===== src/rtl/cell_pkg.sv =====
// shared constants, types and helpers for the logic cell
package cell_pkg;

	// table geometry: two four-input tables, one three-input combiner
	localparam int LUT4_INPUTS = 4;
	localparam int LUT4_SIZE   = 16;
	localparam int LUT3_INPUTS = 3;
	localparam int LUT3_SIZE   = 8;

	// bit positions of the combiner's address
	localparam int COMB_LOW_POS  = 0;
	localparam int COMB_MID_POS  = 1;
	localparam int COMB_HIGH_POS = 2;

	// reset values
	localparam logic OUT_RST  = 1'h0;
	localparam logic SYNC_RST = 1'h0;

	// pin synchroniser depth, in clock cycles
	localparam int SYNC_STAGES = 2;

	// enhanced variant: storage elements may run as latches
	localparam logic LATCH_SUPPORT = 1'h1;

	// storage element data source
	typedef enum logic [1:0]
	{
		SRC_F   = 2'h0,
		SRC_G   = 2'h1,
		SRC_H   = 2'h3,
		SRC_DIN = 2'h2
	} src_t;

	// picks a storage element's data among the table results and direct in
	function automatic logic pick_source(
		input src_t sel,
		input logic f_val,
		input logic g_val,
		input logic h_val,
		input logic din_val
	);
		logic res;
		res = f_val;
		case (sel)
			SRC_F:   res = f_val;
			SRC_G:   res = g_val;
			SRC_H:   res = h_val;
			SRC_DIN: res = din_val;
			default: res = f_val;
		endcase
		return res;
	endfunction

endpackage


===== src/rtl/lookup_table.sv =====
// generic truth-table lookup used for all three function tables
`timescale 1ns/10ps
module lookup_table #(
	parameter int N = 4
) (
	input  wire logic [(1 << N) - 1:0] truth_i,
	input  wire logic [N - 1:0]        sel_i,
	output logic                       out_o
);

	// one mux level per input bit, so delay never depends on the table
	assign out_o = truth_i[sel_i];

endmodule


===== src/rtl/storage_elem.sv =====
// one storage element: flip-flop or latch with preset/clear
`timescale 1ns/10ps
module storage_elem (
	input  wire logic mclk_i,
	input  wire logic nrst_i,
	input  wire logic d_i,
	input  wire logic init_set_i,
	input  wire logic sr_en_i,
	input  wire logic local_sr_i,
	input  wire logic global_init_i,
	input  wire logic latch_mode_i,
	input  wire logic gate_i,
	output logic      q_o
);

	logic q_r;
	logic force_init;
	logic use_latch;

	// one configuration bit picks the state for every init source
	assign force_init = !nrst_i || global_init_i || (sr_en_i && local_sr_i);
	// latch only exists on the enhanced variant
	assign use_latch = latch_mode_i && cell_pkg::LATCH_SUPPORT;

	// init wins over any capture; capture resumes the edge after release
	always_ff @(posedge mclk_i)
	begin
		if (force_init)
			q_r <= init_set_i; // RULE8 RULE17
		else if (use_latch)
		begin
			if (gate_i)
				q_r <= d_i; // RULE5
		end
		else
			q_r <= d_i; // RULE5
	end

	assign q_o = q_r;

endmodule


===== src/rtl/logic_cell.sv =====
// programmable logic cell: three tables, two selectors, two storage elements
`timescale 1ns/10ps

// Notes on behaviour
// (RULE1) each four-input table gives any function, equal delay for all
// (RULE2) combiner: any three-input function; two inputs pick table or pin
// (RULE3) first output: table A or combiner; second: table B or combiner
// (RULE4) storage elements load table results, direct data, or combiner path
// (RULE5) storage elements are flip-flops, or latches on the enhanced variant
// (RULE6) only two unregistered results leave; a third must be stored; here both results leave through a register
// (RULE7) thirteen inputs and four outputs face the routing
// (RULE8) one bit per element picks set or clear for all init sources
// (RULE9) set/clear choice and local enable are separate per element
// (RULE10) local preset/clear is active high and has no inverter
// (RULE11) global init forces configured state at power-up, reload, reset net
// (RULE12) an element set locally is set globally too; same for clear
// (RULE13) global init may come from a pin, with optional inversion
// (RULE14) global init may instead come from an internal logic node
// (RULE15) tables combine into any five-input or some six-input functions
// (RULE16) combiner gives some nine-input functions such as parity or compare
// (RULE17) held init keeps the element's state; capture resumes after release
module logic_cell (
	// cell clock, one of the thirteen cell inputs
	input  wire logic                        mclk_i,
	input  wire logic                        nrst_i,
	// cell inputs from the routing
	input  wire logic [3:0]                  lut_a_inputs_i,
	input  wire logic [3:0]                  lut_b_inputs_i,
	input  wire logic                        combine_outside_input_i,
	input  wire logic                        combine_alt_input_high_i,
	input  wire logic                        combine_alt_input_low_i,
	input  wire logic                        latch_gate_i,
	// configuration: table contents
	input  wire logic [15:0]                 lut_a_truth_i,
	input  wire logic [15:0]                 lut_b_truth_i,
	input  wire logic [7:0]                  combine_truth_i,
	// configuration: combiner and output selectors
	input  wire logic                        comb_low_from_a_i,
	input  wire logic                        comb_high_from_b_i,
	input  wire logic                        x_from_combine_i,
	input  wire logic                        y_from_combine_i,
	// configuration: storage elements
	input  wire cell_pkg::src_t              x_src_i,
	input  wire cell_pkg::src_t              y_src_i,
	input  wire logic                        x_init_set_i,
	input  wire logic                        y_init_set_i,
	input  wire logic                        x_sr_en_i,
	input  wire logic                        y_sr_en_i,
	input  wire logic                        x_latch_mode_i,
	input  wire logic                        y_latch_mode_i,
	// global init sources and their configuration
	input  wire logic                        global_init_line_pin_i,
	input  wire logic                        global_init_internal_i,
	input  wire logic                        gil_from_pin_i,
	input  wire logic                        gil_invert_i,
	// the four cell outputs
	output logic                             comb_x_o,
	output logic                             comb_y_o,
	output logic                             store_x_o,
	output logic                             store_y_o
);

	logic                            local_preset_clear;
	logic                            direct_data;
	logic                            f_val;
	logic                            g_val;
	logic                            h_val;
	logic                            comb_low;
	logic                            comb_high;
	logic [cell_pkg::LUT3_INPUTS-1:0] comb_sel;
	logic [cell_pkg::SYNC_STAGES-1:0] gil_sync_r;
	logic                            gil_pin_level;
	logic                            global_init_line;
	logic                            x_data;
	logic                            y_data;
	logic                            comb_x_r;
	logic                            comb_y_r;

	// shared control pins save routing: low alt input doubles as the
	// local preset/clear, high alt input doubles as direct data
	assign local_preset_clear = combine_alt_input_low_i; // RULE7 RULE10
	assign direct_data        = combine_alt_input_high_i; // RULE7

	// two independent four-input tables
	lookup_table #(
		.N (cell_pkg::LUT4_INPUTS)
	) lut_a (
		.truth_i (lut_a_truth_i),
		.sel_i   (lut_a_inputs_i),
		.out_o   (f_val)
	); // RULE1

	lookup_table #(
		.N (cell_pkg::LUT4_INPUTS)
	) lut_b (
		.truth_i (lut_b_truth_i),
		.sel_i   (lut_b_inputs_i),
		.out_o   (g_val)
	); // RULE1

	// combiner inputs: two selectable, the middle one always from outside
	assign comb_low  = comb_low_from_a_i ? f_val : combine_alt_input_low_i;
	assign comb_high = comb_high_from_b_i ? g_val : combine_alt_input_high_i;

	// address bits placed by name so the truth table layout stays fixed
	always_comb
	begin
		comb_sel = '0;
		comb_sel[cell_pkg::COMB_LOW_POS]  = comb_low; // RULE2
		comb_sel[cell_pkg::COMB_MID_POS]  = combine_outside_input_i; // RULE2
		comb_sel[cell_pkg::COMB_HIGH_POS] = comb_high; // RULE2
	end

	// with both tables feeding it, the combiner widens the cell to
	// five inputs, some six, or nine for parity and compare
	lookup_table #(
		.N (cell_pkg::LUT3_INPUTS)
	) lut_h (
		.truth_i (combine_truth_i),
		.sel_i   (comb_sel),
		.out_o   (h_val)
	); // RULE15 RULE16

	// pin source crosses into the clock domain through two stages
	always_ff @(posedge mclk_i)
	begin
		if (!nrst_i)
			gil_sync_r <= {cell_pkg::SYNC_STAGES{cell_pkg::SYNC_RST}};
		else
			gil_sync_r <= {gil_sync_r[cell_pkg::SYNC_STAGES-2:0],
				global_init_line_pin_i};
	end

	// first stage is read only by the second stage
	assign gil_pin_level = gil_sync_r[cell_pkg::SYNC_STAGES-1];

	// optional inverter after the input buffer; internal node unsynced
	assign global_init_line = gil_from_pin_i ?
		(gil_pin_level ^ gil_invert_i) : // RULE13
		global_init_internal_i; // RULE14

	// storage data: table results, combiner, or direct data
	assign x_data = cell_pkg::pick_source(x_src_i, f_val, g_val, h_val,
		direct_data); // RULE4
	assign y_data = cell_pkg::pick_source(y_src_i, f_val, g_val, h_val,
		direct_data); // RULE4

	// combinational results are registered so the outputs leave on flops;
	// this costs one cycle of latency against the raw table path
	always_ff @(posedge mclk_i)
	begin
		if (!nrst_i)
			comb_x_r <= cell_pkg::OUT_RST;
		else
			comb_x_r <= x_from_combine_i ? h_val : f_val; // RULE3
	end

	always_ff @(posedge mclk_i)
	begin
		if (!nrst_i)
			comb_y_r <= cell_pkg::OUT_RST;
		else
			comb_y_r <= y_from_combine_i ? h_val : g_val; // RULE3
	end

	// only these two result outputs exist; a third function has to
	// go through one of the storage elements
	assign comb_x_o = comb_x_r; // RULE6
	assign comb_y_o = comb_y_r; // RULE6

	// both elements share the local and global lines but each has its own
	// polarity bit and local enable
	storage_elem store_x (
		.mclk_i        (mclk_i),
		.nrst_i        (nrst_i),
		.d_i           (x_data),
		.init_set_i    (x_init_set_i),
		.sr_en_i       (x_sr_en_i),
		.local_sr_i    (local_preset_clear),
		.global_init_i (global_init_line),
		.latch_mode_i  (x_latch_mode_i),
		.gate_i        (latch_gate_i),
		.q_o           (store_x_o)
	); // RULE9 RULE11 RULE12

	storage_elem store_y (
		.mclk_i        (mclk_i),
		.nrst_i        (nrst_i),
		.d_i           (y_data),
		.init_set_i    (y_init_set_i),
		.sr_en_i       (y_sr_en_i),
		.local_sr_i    (local_preset_clear),
		.global_init_i (global_init_line),
		.latch_mode_i  (y_latch_mode_i),
		.gate_i        (latch_gate_i),
		.q_o           (store_y_o)
	); // RULE9 RULE11 RULE12

	// table A reaches the first output one edge after its inputs
	lut_a_path_a: assert property ( // RULE1
		@(posedge mclk_i) disable iff (!nrst_i)
		!x_from_combine_i |=>
			comb_x_o == $past(lut_a_truth_i[lut_a_inputs_i]))
		else $error("first output does not follow table A");

	// combiner fed from both tables gives its truth bit
	combine_tables_a: assert property ( // RULE2
		@(posedge mclk_i) disable iff (!nrst_i)
		(x_from_combine_i && comb_low_from_a_i && comb_high_from_b_i) |=>
			comb_x_o == $past(combine_truth_i[{
				lut_b_truth_i[lut_b_inputs_i],
				combine_outside_input_i,
				lut_a_truth_i[lut_a_inputs_i]}]))
		else $error("combiner from tables gives wrong result");

	// combiner fed from pins only
	combine_pins_a: assert property ( // RULE2
		@(posedge mclk_i) disable iff (!nrst_i)
		(y_from_combine_i && !comb_low_from_a_i && !comb_high_from_b_i) |=>
			comb_y_o == $past(combine_truth_i[{
				combine_alt_input_high_i,
				combine_outside_input_i,
				combine_alt_input_low_i}]))
		else $error("combiner from pins gives wrong result");

	// second output picks table B
	lut_b_path_a: assert property ( // RULE3
		@(posedge mclk_i) disable iff (!nrst_i)
		!y_from_combine_i |=>
			comb_y_o == $past(lut_b_truth_i[lut_b_inputs_i]))
		else $error("second output does not follow table B");

	// internal global init forces both elements to configured state
	global_internal_a: assert property ( // RULE11 RULE14 RULE12
		@(posedge mclk_i) disable iff (!nrst_i)
		(!gil_from_pin_i && global_init_internal_i) |=>
			(store_x_o == $past(x_init_set_i)) &&
			(store_y_o == $past(y_init_set_i)))
		else $error("internal global init not applied");

	// pin source acts two edges late, after the optional inverter
	global_pin_a: assert property ( // RULE13
		@(posedge mclk_i) disable iff (!nrst_i)
		(gil_from_pin_i && $past(gil_from_pin_i, 2) &&
			($past(global_init_line_pin_i, 2) != gil_invert_i)) |=>
			store_y_o == $past(y_init_set_i))
		else $error("pin global init not applied");

	// enabled local preset/clear forces the element
	local_active_a: assert property ( // RULE10 RULE8
		@(posedge mclk_i) disable iff (!nrst_i)
		(x_sr_en_i && local_preset_clear) |=>
			store_x_o == $past(x_init_set_i))
		else $error("local preset/clear not applied");

	// disabled local input leaves the flip-flop capturing
	local_disabled_a: assert property ( // RULE9 RULE4
		@(posedge mclk_i) disable iff (!nrst_i)
		(!y_sr_en_i && local_preset_clear && !global_init_line &&
			!y_latch_mode_i) |=> store_y_o == $past(y_data))
		else $error("disabled local input still acts");

	// init held for two edges, then capture resumes the edge after release
	init_release_a: assert property ( // RULE17
		@(posedge mclk_i) disable iff (!nrst_i)
		(x_sr_en_i && local_preset_clear)[*2] ##1
			(!local_preset_clear && !global_init_line && !x_latch_mode_i)
			|=> store_x_o == $past(x_data))
		else $error("capture did not resume after release");

	// closed latch holds its value
	latch_hold_a: assert property ( // RULE5
		@(posedge mclk_i) disable iff (!nrst_i)
		(x_latch_mode_i && !latch_gate_i && !global_init_line &&
			!(x_sr_en_i && local_preset_clear)) |=> $stable(store_x_o))
		else $error("closed latch changed");

	// direct data reaches the element selected for it
	direct_load_a: assert property ( // RULE4
		@(posedge mclk_i) disable iff (!nrst_i)
		(y_src_i == cell_pkg::SRC_DIN && !global_init_line &&
			!(y_sr_en_i && local_preset_clear) && !y_latch_mode_i) |=>
			store_y_o == $past(combine_alt_input_high_i))
		else $error("direct data not loaded");

	// held reset clears the results and loads each configured state
	reset_state_a: assert property ( // RULE11
		@(posedge mclk_i)
		!nrst_i |=>
			(comb_x_o == cell_pkg::OUT_RST) &&
			(comb_y_o == cell_pkg::OUT_RST) &&
			(store_x_o == $past(x_init_set_i)) &&
			(store_y_o == $past(y_init_set_i)))
		else $error("reset state not applied");

	// first output picks the combiner fed from pins only
	x_combine_pins_a: assert property ( // RULE3
		@(posedge mclk_i) disable iff (!nrst_i)
		(x_from_combine_i && !comb_low_from_a_i && !comb_high_from_b_i) |=>
			comb_x_o == $past(combine_truth_i[{
				combine_alt_input_high_i,
				combine_outside_input_i,
				combine_alt_input_low_i}]))
		else $error("first output misses pin combiner");

	// second output picks the combiner fed from both tables
	y_combine_tables_a: assert property ( // RULE3
		@(posedge mclk_i) disable iff (!nrst_i)
		(y_from_combine_i && comb_low_from_a_i && comb_high_from_b_i) |=>
			comb_y_o == $past(combine_truth_i[{
				lut_b_truth_i[lut_b_inputs_i],
				combine_outside_input_i,
				lut_a_truth_i[lut_a_inputs_i]}]))
		else $error("second output misses table combiner");

	// combiner mixing table A with the high pin
	combine_mixed_a: assert property ( // RULE2
		@(posedge mclk_i) disable iff (!nrst_i)
		(x_from_combine_i && comb_low_from_a_i && !comb_high_from_b_i) |=>
			comb_x_o == $past(combine_truth_i[{
				combine_alt_input_high_i,
				combine_outside_input_i,
				lut_a_truth_i[lut_a_inputs_i]}]))
		else $error("mixed combiner gives wrong result");

	// second element's local preset/clear follows its own polarity bit
	y_local_active_a: assert property ( // RULE9
		@(posedge mclk_i) disable iff (!nrst_i)
		(y_sr_en_i && local_preset_clear) |=>
			store_y_o == $past(y_init_set_i))
		else $error("second local preset/clear not applied");

	// flip-flop loading table A keeps the table result
	table_store_a: assert property ( // RULE4
		@(posedge mclk_i) disable iff (!nrst_i)
		(x_src_i == cell_pkg::SRC_F && !global_init_line &&
			!(x_sr_en_i && local_preset_clear) && !x_latch_mode_i) |=>
			store_x_o == $past(lut_a_truth_i[lut_a_inputs_i]))
		else $error("table result not stored");

	// a third function leaves through storage, not a result output
	combine_store_a: assert property ( // RULE6
		@(posedge mclk_i) disable iff (!nrst_i)
		(y_src_i == cell_pkg::SRC_H && !global_init_line &&
			!(y_sr_en_i && local_preset_clear) && !y_latch_mode_i) |=>
			store_y_o == $past(h_val))
		else $error("combiner result not stored");

	// open latch passes its data one edge late
	latch_open_a: assert property ( // RULE5
		@(posedge mclk_i) disable iff (!nrst_i)
		(y_latch_mode_i && latch_gate_i && !global_init_line &&
			!(y_sr_en_i && local_preset_clear)) |=>
			store_y_o == $past(y_data))
		else $error("open latch did not pass data");

endmodule


===== config.mk =====
export PLATFORM = sky130hd
export DESIGN_NAME = logic_cell
export DESIGN_NICKNAME = d
export VERILOG_FILES = /design/src/rtl/cell_pkg.sv /design/src/rtl/lookup_table.sv /design/src/rtl/storage_elem.sv /design/src/rtl/logic_cell.sv
export SDC_FILE = /design/constraint.sdc
export NUM_CORES = 1
export LEC_CHECK = 0
export ABC_CLOCK_PERIOD_IN_PS = 2550
export BUFFER_PORTS_ARGS = -buffer_cell sky130_fd_sc_hd__buf_2
export CORE_UTILIZATION = 36
export CTS_CLUSTER_SIZE = 16
export DETAILED_ROUTE_END_ITERATION = 10
export PLACE_DENSITY_LB_ADDON = 0.2
export SKIP_LAST_GASP = 1
export SYNTH_ARGS = -nofsm -noshare
export SYNTH_HDL_FRONTEND = slang
export SYNTH_SLANG_ARGS = --single-unit

===== constraint.sdc =====
create_clock -name mclk_i -period 2.55 [get_ports mclk_i]
set_clock_uncertainty 0.15 [all_clocks]
set_input_delay 0.51 -clock mclk_i [delete_from_list [all_inputs] [get_ports mclk_i]]
set_output_delay 0.51 -clock mclk_i [all_outputs]
set_load 0.03 [all_outputs]

==> results by group, run 1 <==
Outcome
  – Status: completed

STA
  – Worst-Margin Slew: 504 ps
  – Pins Over Slew Limit: 0
  – Final Hold Viols: 0
  – # setup viols final: 0
  – Unrepaired setup endpoints after global routing: no
  – Fmax: 0.422 GHz
  – Final min period: 2370 ps
  – Worst slew margin: 66.2%
  – Fin crit share: 92.8%

GRT
  – Initial antenna violation count: 0
  – Overflow after GRT: 0
  – Global-route wire length before repair: 2830 um
  – GR Util All Layers: 17.5%
  – Largest net degree at the start of global routing: 9
  – Vias in the first global route: 790

Synth
  – Syn Inst Count: 80
  – Post-synthesis compound-gate area fraction: 24.1%
  – Seq/Total Area, Yosys: 18.3%
  – Area contributors post-synth: mux2i_1 14%, dfxtp_1 10%, mux4_2 8.8%
  – EDFF count, synth: 2
  – Distinct cells, synth: 32
  – Synth top cells by count: 11 x mux2i_1, 9 x nand2_1, 6 x nand2b_1
  – Ys flop type: dfxtp_1
  – Post-synth net total: 152
  – Fraction of registers with async set/reset: 0%
  – Synth warn: 0
  – Yosys top cell area share: 14.4%
  – Netlist Area Pre-Place: 767 um^2
  – Post-Synth XOR/XNOR Area: 1.14%
  – Post-Synth Adder-Cell Area: 0%
  – Main combinational cell family by area after synthesis: multiplexers
  – Count leader, synth: mux2i_1
  – Area leader, netlist: mux2i_1
  – Avg Cell Area, Syn: 9.59 um^2
  – Post-synthesis mux area share: 34.9%
  – Post-synthesis simple-gate area fraction: 19.6%
  – Seq cells post-synth: 6

Critical path
  – Register-to-Register Setup Slack: 890 ps
  – Required time worst endpoint: 2390 ps
  – Startpoint types: input pin
  – Worst EP arrival: 2210 ps
  – Critical path peak fanout: 4
  – Crit path capture type: flip-flop
  – Critical path class: input pin to flip-flop

Place
  – GP Congestion: 0.745
  – Placed cell areas: 1170 um^2
  – HPWL Detailed: 1790 um
  – IO buf count: 75

Drt
  – Final antenna-violating net count: 0
  – Via-per-instance ratio: 5.12
  – DRT iter0 DRCs: 15
  – WL per Instance: 10.7 um
  – Drt first pass iters: 4
  – DRC viols: 0
  – Post-Route WL: 2000 um
  – Vias: 952

Flow run
  – Max-Cap Viols: 0

Clock tree
  – Clk root buf: clkbuf_4
  – Max H-tree Level: 1
  – Clk slew on worst S/H paths: 60 ps
  – Clk Latency, worst-skew pair: 240 ps
  – CTS Hold Bufs: 0
  – CTS max path bufs: 2
  – Postcts setup bufs: 0
  – Inserted Clock Buffers: 3
  – TritonCTS clock tree: done
  – CTS Sinks: 6
  – Post-CTS Resized: 0

Floorplan
  – Initial core utilization: 38.7%
  – Row count: 16
  – Core area: 1980 um^2
  – Die width: 48.2 um
  – Die Area: 2320 um^2
  – IO Count: 76
  – Chip Height: 48.2 um

Final layout
  – # diodes: 0
  – Share of post-route cells with drive strength above 1: 56.6%
  – Design area: 1200 um^2
  – Area Overhead vs Synth: 56.3%
  – Post-layout nets: 232
  – Final core utilization: 60.5%

Worst hold path
  – HP Class: flip-flop to flip-flop

Power and ir drop
  – LEAKAGE: 0.598 nW
  – Worst VDD drop: 200 uV
  – Pwr dens: 332 nW/um^2
==> path summary, 6_finish.rpt <==
| kind | from | to | cells past startpoint |
|---|---|---|---|
| worst max-delay path | lut_b_inputs_i[0] | store_y.q_o$_DFFE_PP_ | 8 |
| worst min-delay path | gil_sync_r[0]$_SDFF_PN0_ | gil_sync_r[1]$_SDFF_PN0_ | 1 |
| worst min register to register | gil_sync_r[0]$_SDFF_PN0_ | gil_sync_r[1]$_SDFF_PN0_ | 1 |
| worst max register to register | gil_sync_r[1]$_SDFF_PN0_ | store_y.q_o$_DFFE_PP_ | 7 |
==> kinds of logic after synthesis <==
| logic type | after synthesis |
|---|---|
| buffers and inverters | 2 |
| AO/OA/AOI/OAI | 23 |
| AND/OR/NAND/NOR | 29 |
| flip-flops | 6 |
| multiplexers | 19 |
| XOR/XNOR | 1 |
==> layer usage <==
metal  up-vias  GRT usage, %  share of wire, %
met5         -             0                 0
met1       429          17.6                37
met4         0          10.0               1.7
met3         4          1.85               7.7
li1        476             -                 -
met2        43          34.1                54
==> critical path, cell delays in order <==
cell     delay (ps)
buf_2           150
mux4_1          560
mux2i_1         170
mux2i_1         160
mux2_4          300
o21ai_1         100
o21a_4          160
a41oi_2         100
==> flip-flops by register name, indices dropped and copies added, names as in the netlist <==
name,cells
comb_x_o,1
comb_y_o,1
gil_sync_r,2
store_x.q_o,1
store_y.q_o,1
==> cells in the final DEF (no fill, tap or decap), drive strengths merged, types with 3 or more instances in the layout <==
cell type,Yosys,final
a211oi,4,4
a21oi,4,4
buf,1,76
clkbuf,0,4
dfxtp,4,4
mux2,3,3
mux2i,11,11
mux4,5,5
nand2,9,9
nand2b,6,6
nand3b,3,3
nor2,4,4
nor2b,3,3
o21ai,5,5
==> power by group <==
part / internal [W] / leakage [nW] / switching (W) / total (W)
registers: 0.000108 / 0.0544 / 0.00000188 / 0.000110
logic: 0.000105 / 0.529 / 0.0000870 / 0.000192
clock network: 0.0000594 / 0.0150 / 0.0000372 / 0.0000966
total: 0.000272 / 0.598 / 0.000126 / 0.000398
==> stage by stage <==
step | setup slack (ps) | instances | hold WS, ps | total power (W) | TNS [ps]
after floorplan | 237 | 80 | 262 | 0.000220 | 0
after global placement | -12.1 | 182 | 268 | 0.000299 | -12.1
after detailed placement | -84.0 | 182 | 278 | 0.000304 | -160
after CTS | 185 | 186 | 279 | 0.000403 | 0
after global routing | 111 | 186 | 280 | 0.000428 | 0
final | 183 | 186 | 284 | 0.000398 | 0
==> layout make-up <==
type                            instances  area [um^2]
Clock buffer                            4         26.3
Fill cell                             190          783
Inverter                                1         3.75
Multi-Input combinational cell         72          612
Sequential cell                         6          140
Tap cell                               27         33.8
Timing Repair Buffer                   76          383
Note: power is estimated with default switching activity, not from simulation.
==> run 2, diff against run 1 <==
- PLACE_DENSITY_LB_ADDON: 0.2 -> 0.15
==> run 2 against run 1 <==
Compared with the run above:
- largest cell class unchanged
- via count decreased by 2.0%
- global-route usage decreased by 0.56 points
- power decreased by 0.85%
- cell count increased by 0.54%
- register-to-register slack improved by 40 ps
- clock-buffer cell count unchanged
- routed wire length increased by 2.4%
- core utilization increased by 0.38 points
- sequential cell count unchanged
- combinational power about the same
- sequential power about the same
- setup slack improved by 6.6 ps
==> results by group, run 2 (same netlist as run 1, synthesis figures left out) <==
Final layout
  – Post-layout nets: 233 (+0.43%)
  – Share of post-route cells with drive strength above 1: 56.9% (+0.27 points)
  – Design area: 1210 um^2 (+0.63%)
  – Top reg by flops: gil_sync_r
  – Largest register FFs: 2 (unchanged)
  – Commonest non-fill, non-tap cell in the layout: buf_2
  – Final std cells w/o fill: 187 (+0.54%)
  – Commonest non-fill, non-tap cells in the layout: 75 x buf_2, 11 x mux2i_1, 9 x nand2_1
  – Area Overhead vs Synth: 57.3%
  – Final core utilization: 60.9% (+0.38 points)
  – # diodes: 0 (unchanged)

Clock tree
  – Clk Latency, worst-skew pair: 230 ps (about the same)
  – Inserted Clock Buffers: 3 (unchanged)
  – Max H-tree Level: 1 (unchanged)
  – TritonCTS clock tree: done
  – CTS max path bufs: 2 (unchanged)
  – Post-CTS Resized: 0 (unchanged)
  – CTS Hold Bufs: 0 (unchanged)
  – Clk root buf: clkbuf_4
  – Clk slew on worst S/H paths: 50 ps (about the same)
  – Postcts setup bufs: 0 (unchanged)
  – CTS Sinks: 6 (unchanged)

Critical path
  – Master of the slowest instance on the critical path: mux4_1
  – Max incr delay on CP: 570 ps (about the same)
  – Worst EP arrival: 2190 ps (-20 ps)
  – Register-to-Register Setup Slack: 930 ps (+40 ps)
  – Startpoint types: input pin
  – Crit path to: store_y.q_o$_DFFE_PP_
  – Critical path peak fanout: 4 (unchanged)
  – Crit-path most repeated cell: mux2i_1
  – Reg-to-reg startpoint: gil_sync_r[1]$_SDFF_PN0_
  – Required time worst endpoint: 2380 ps (about the same)
  – R2R cell count: 7 (unchanged)
  – Crit path capture type: flip-flop
  – Critical path class: input pin to flip-flop
  – R2R Path End: store_y.q_o$_DFFE_PP_
  – Crit-path cells: buf_2 > mux4_1 > mux2i_1 > mux2i_1 > mux2_4 > o21ai_1 > o21a_4 > a41oi_2
  – Setup crit start: lut_b_inputs_i[0]

Floorplan
  – Die width: 48.2 um (unchanged)
  – Row count: 16 (unchanged)
  – IO Count: 76 (unchanged)
  – Core area: 1980 um^2 (unchanged)
  – Chip Height: 48.2 um (unchanged)
  – Die Area: 2320 um^2 (unchanged)
  – Initial core utilization: 38.7% (unchanged)

STA
  – Fmax: 0.424 GHz (+0.28%)
  – Setup TNS: 0 ps (unchanged)
  – Final min period: 2360 ps (-6.59 ps)
  – # setup viols final: 0 (unchanged)
  – Fin crit share: 92.6% (-0.26 points)
  – Worst slew margin: 78.7% (+13 points)
  – Unrepaired setup endpoints after global routing: no
  – Pins Over Slew Limit: 0 (unchanged)
  – Worst-Margin Slew: 311 ps (-193 ps)
  – Hold slack: 286 ps (+2.17 ps)
  – Final Hold Viols: 0 (unchanged)

GRT
  – Global-route wire length before repair: 2850 um (+0.71%)
  – Vias in the first global route: 795 (+0.63%)
  – Largest net degree at the start of global routing: 9 (unchanged)
  – GR Util All Layers: 16.9% (-0.56 points)
  – Initial antenna violation count: 0 (unchanged)
  – Overflow after GRT: 0 (unchanged)

Place
  – Placed cell areas: 1180 um^2 (+0.64%)
  – Dpl cells: 183 (+0.55%)
  – GP Congestion: 0.754 (+1.2%)
  – IO buf count: 75 (unchanged)

Drt
  – Post-Route WL: 2050 um (+2.4%)
  – DRC viols: 0 (unchanged)
  – DRT iter0 DRCs: 12 (-3)
  – Via-per-instance ratio: 4.99 (-2.5%)
  – WL per Instance: 10.9 um (+1.8%)
  – Vias: 933 (-2.0%)
  – Drt first pass iters: 4 (unchanged)
  – Final antenna-violating net count: 0 (unchanged)

Worst hold path
  – HP Class: flip-flop to flip-flop
  – WHS Path Cells: 1 (unchanged)

Power and ir drop
  – Worst VDD drop: 150 uV (-25%)
  – LEAKAGE: 0.604 nW (+0.88%)
  – Pwr dens: 327 nW/um^2 (-1.5%)

Outcome
  – Status: completed

Flow run
  – Max-Cap Viols: 0 (unchanged)
==> run 2: cell count changes in the layout (fill, tap and decap cells not counted), sizes merged <==
cell / change
buf: +1
==> run 2: critical path, delay by kind of cell <==
family / cells / cell delay [ps]
AO/OA/AOI/OAI: 3 / 360
multiplexers: 4 / 1160
buffers and inverters: 1 / 150
==> run 2: report_power, final <==
| group | internal [W] | switching [W] |
|---|---|---|
| logic | 0.000106 | 0.0000873 |
| registers | 0.000108 | 0.00000189 |
| clock network | 0.0000591 | 0.0000326 |
==> run 2: worst min-delay path by stage <==
stage / from / end
floorplan: gil_sync_r[0]$_SDFF_PN0_ / gil_sync_r[1]$_SDFF_PN0_
global placement: gil_sync_r[0]$_SDFF_PN0_ / gil_sync_r[1]$_SDFF_PN0_
detailed placement: gil_sync_r[0]$_SDFF_PN0_ / gil_sync_r[1]$_SDFF_PN0_
global route: x_from_combine_i / comb_x_o$_SDFF_PN0_
CTS: x_from_combine_i / comb_x_o$_SDFF_PN0_
finish: gil_sync_r[0]$_SDFF_PN0_ / gil_sync_r[1]$_SDFF_PN0_
==> run 2: layout make-up <==
type | count | area (um^2)
fill | 196 | 776
multi-input combinational | 72 | 612
timing repair buffer | 77 | 390
sequential | 6 | 140
tap | 27 | 33.8
clock buffer | 4 | 26.3
inverter | 1 | 3.75
==> run 2: through the flow <==
stage,setup WS [ps],power (W)
after floorplan,237,0.000220
after global placement,-0.0600,0.000300
after detailed placement,-72.7,0.000306
after CTS,178,0.000400
after global routing,91.7,0.000424
final,190,0.000395
==> run 2: routing by layer <==
metal	vias up	GRT usage [%]	routed length [um]
li1	474	-	-
met1	418	18.2	779
met2	41	34.9	1140
met3	0	1.48	122
met4	0	3.33	0
met5	-	0	0
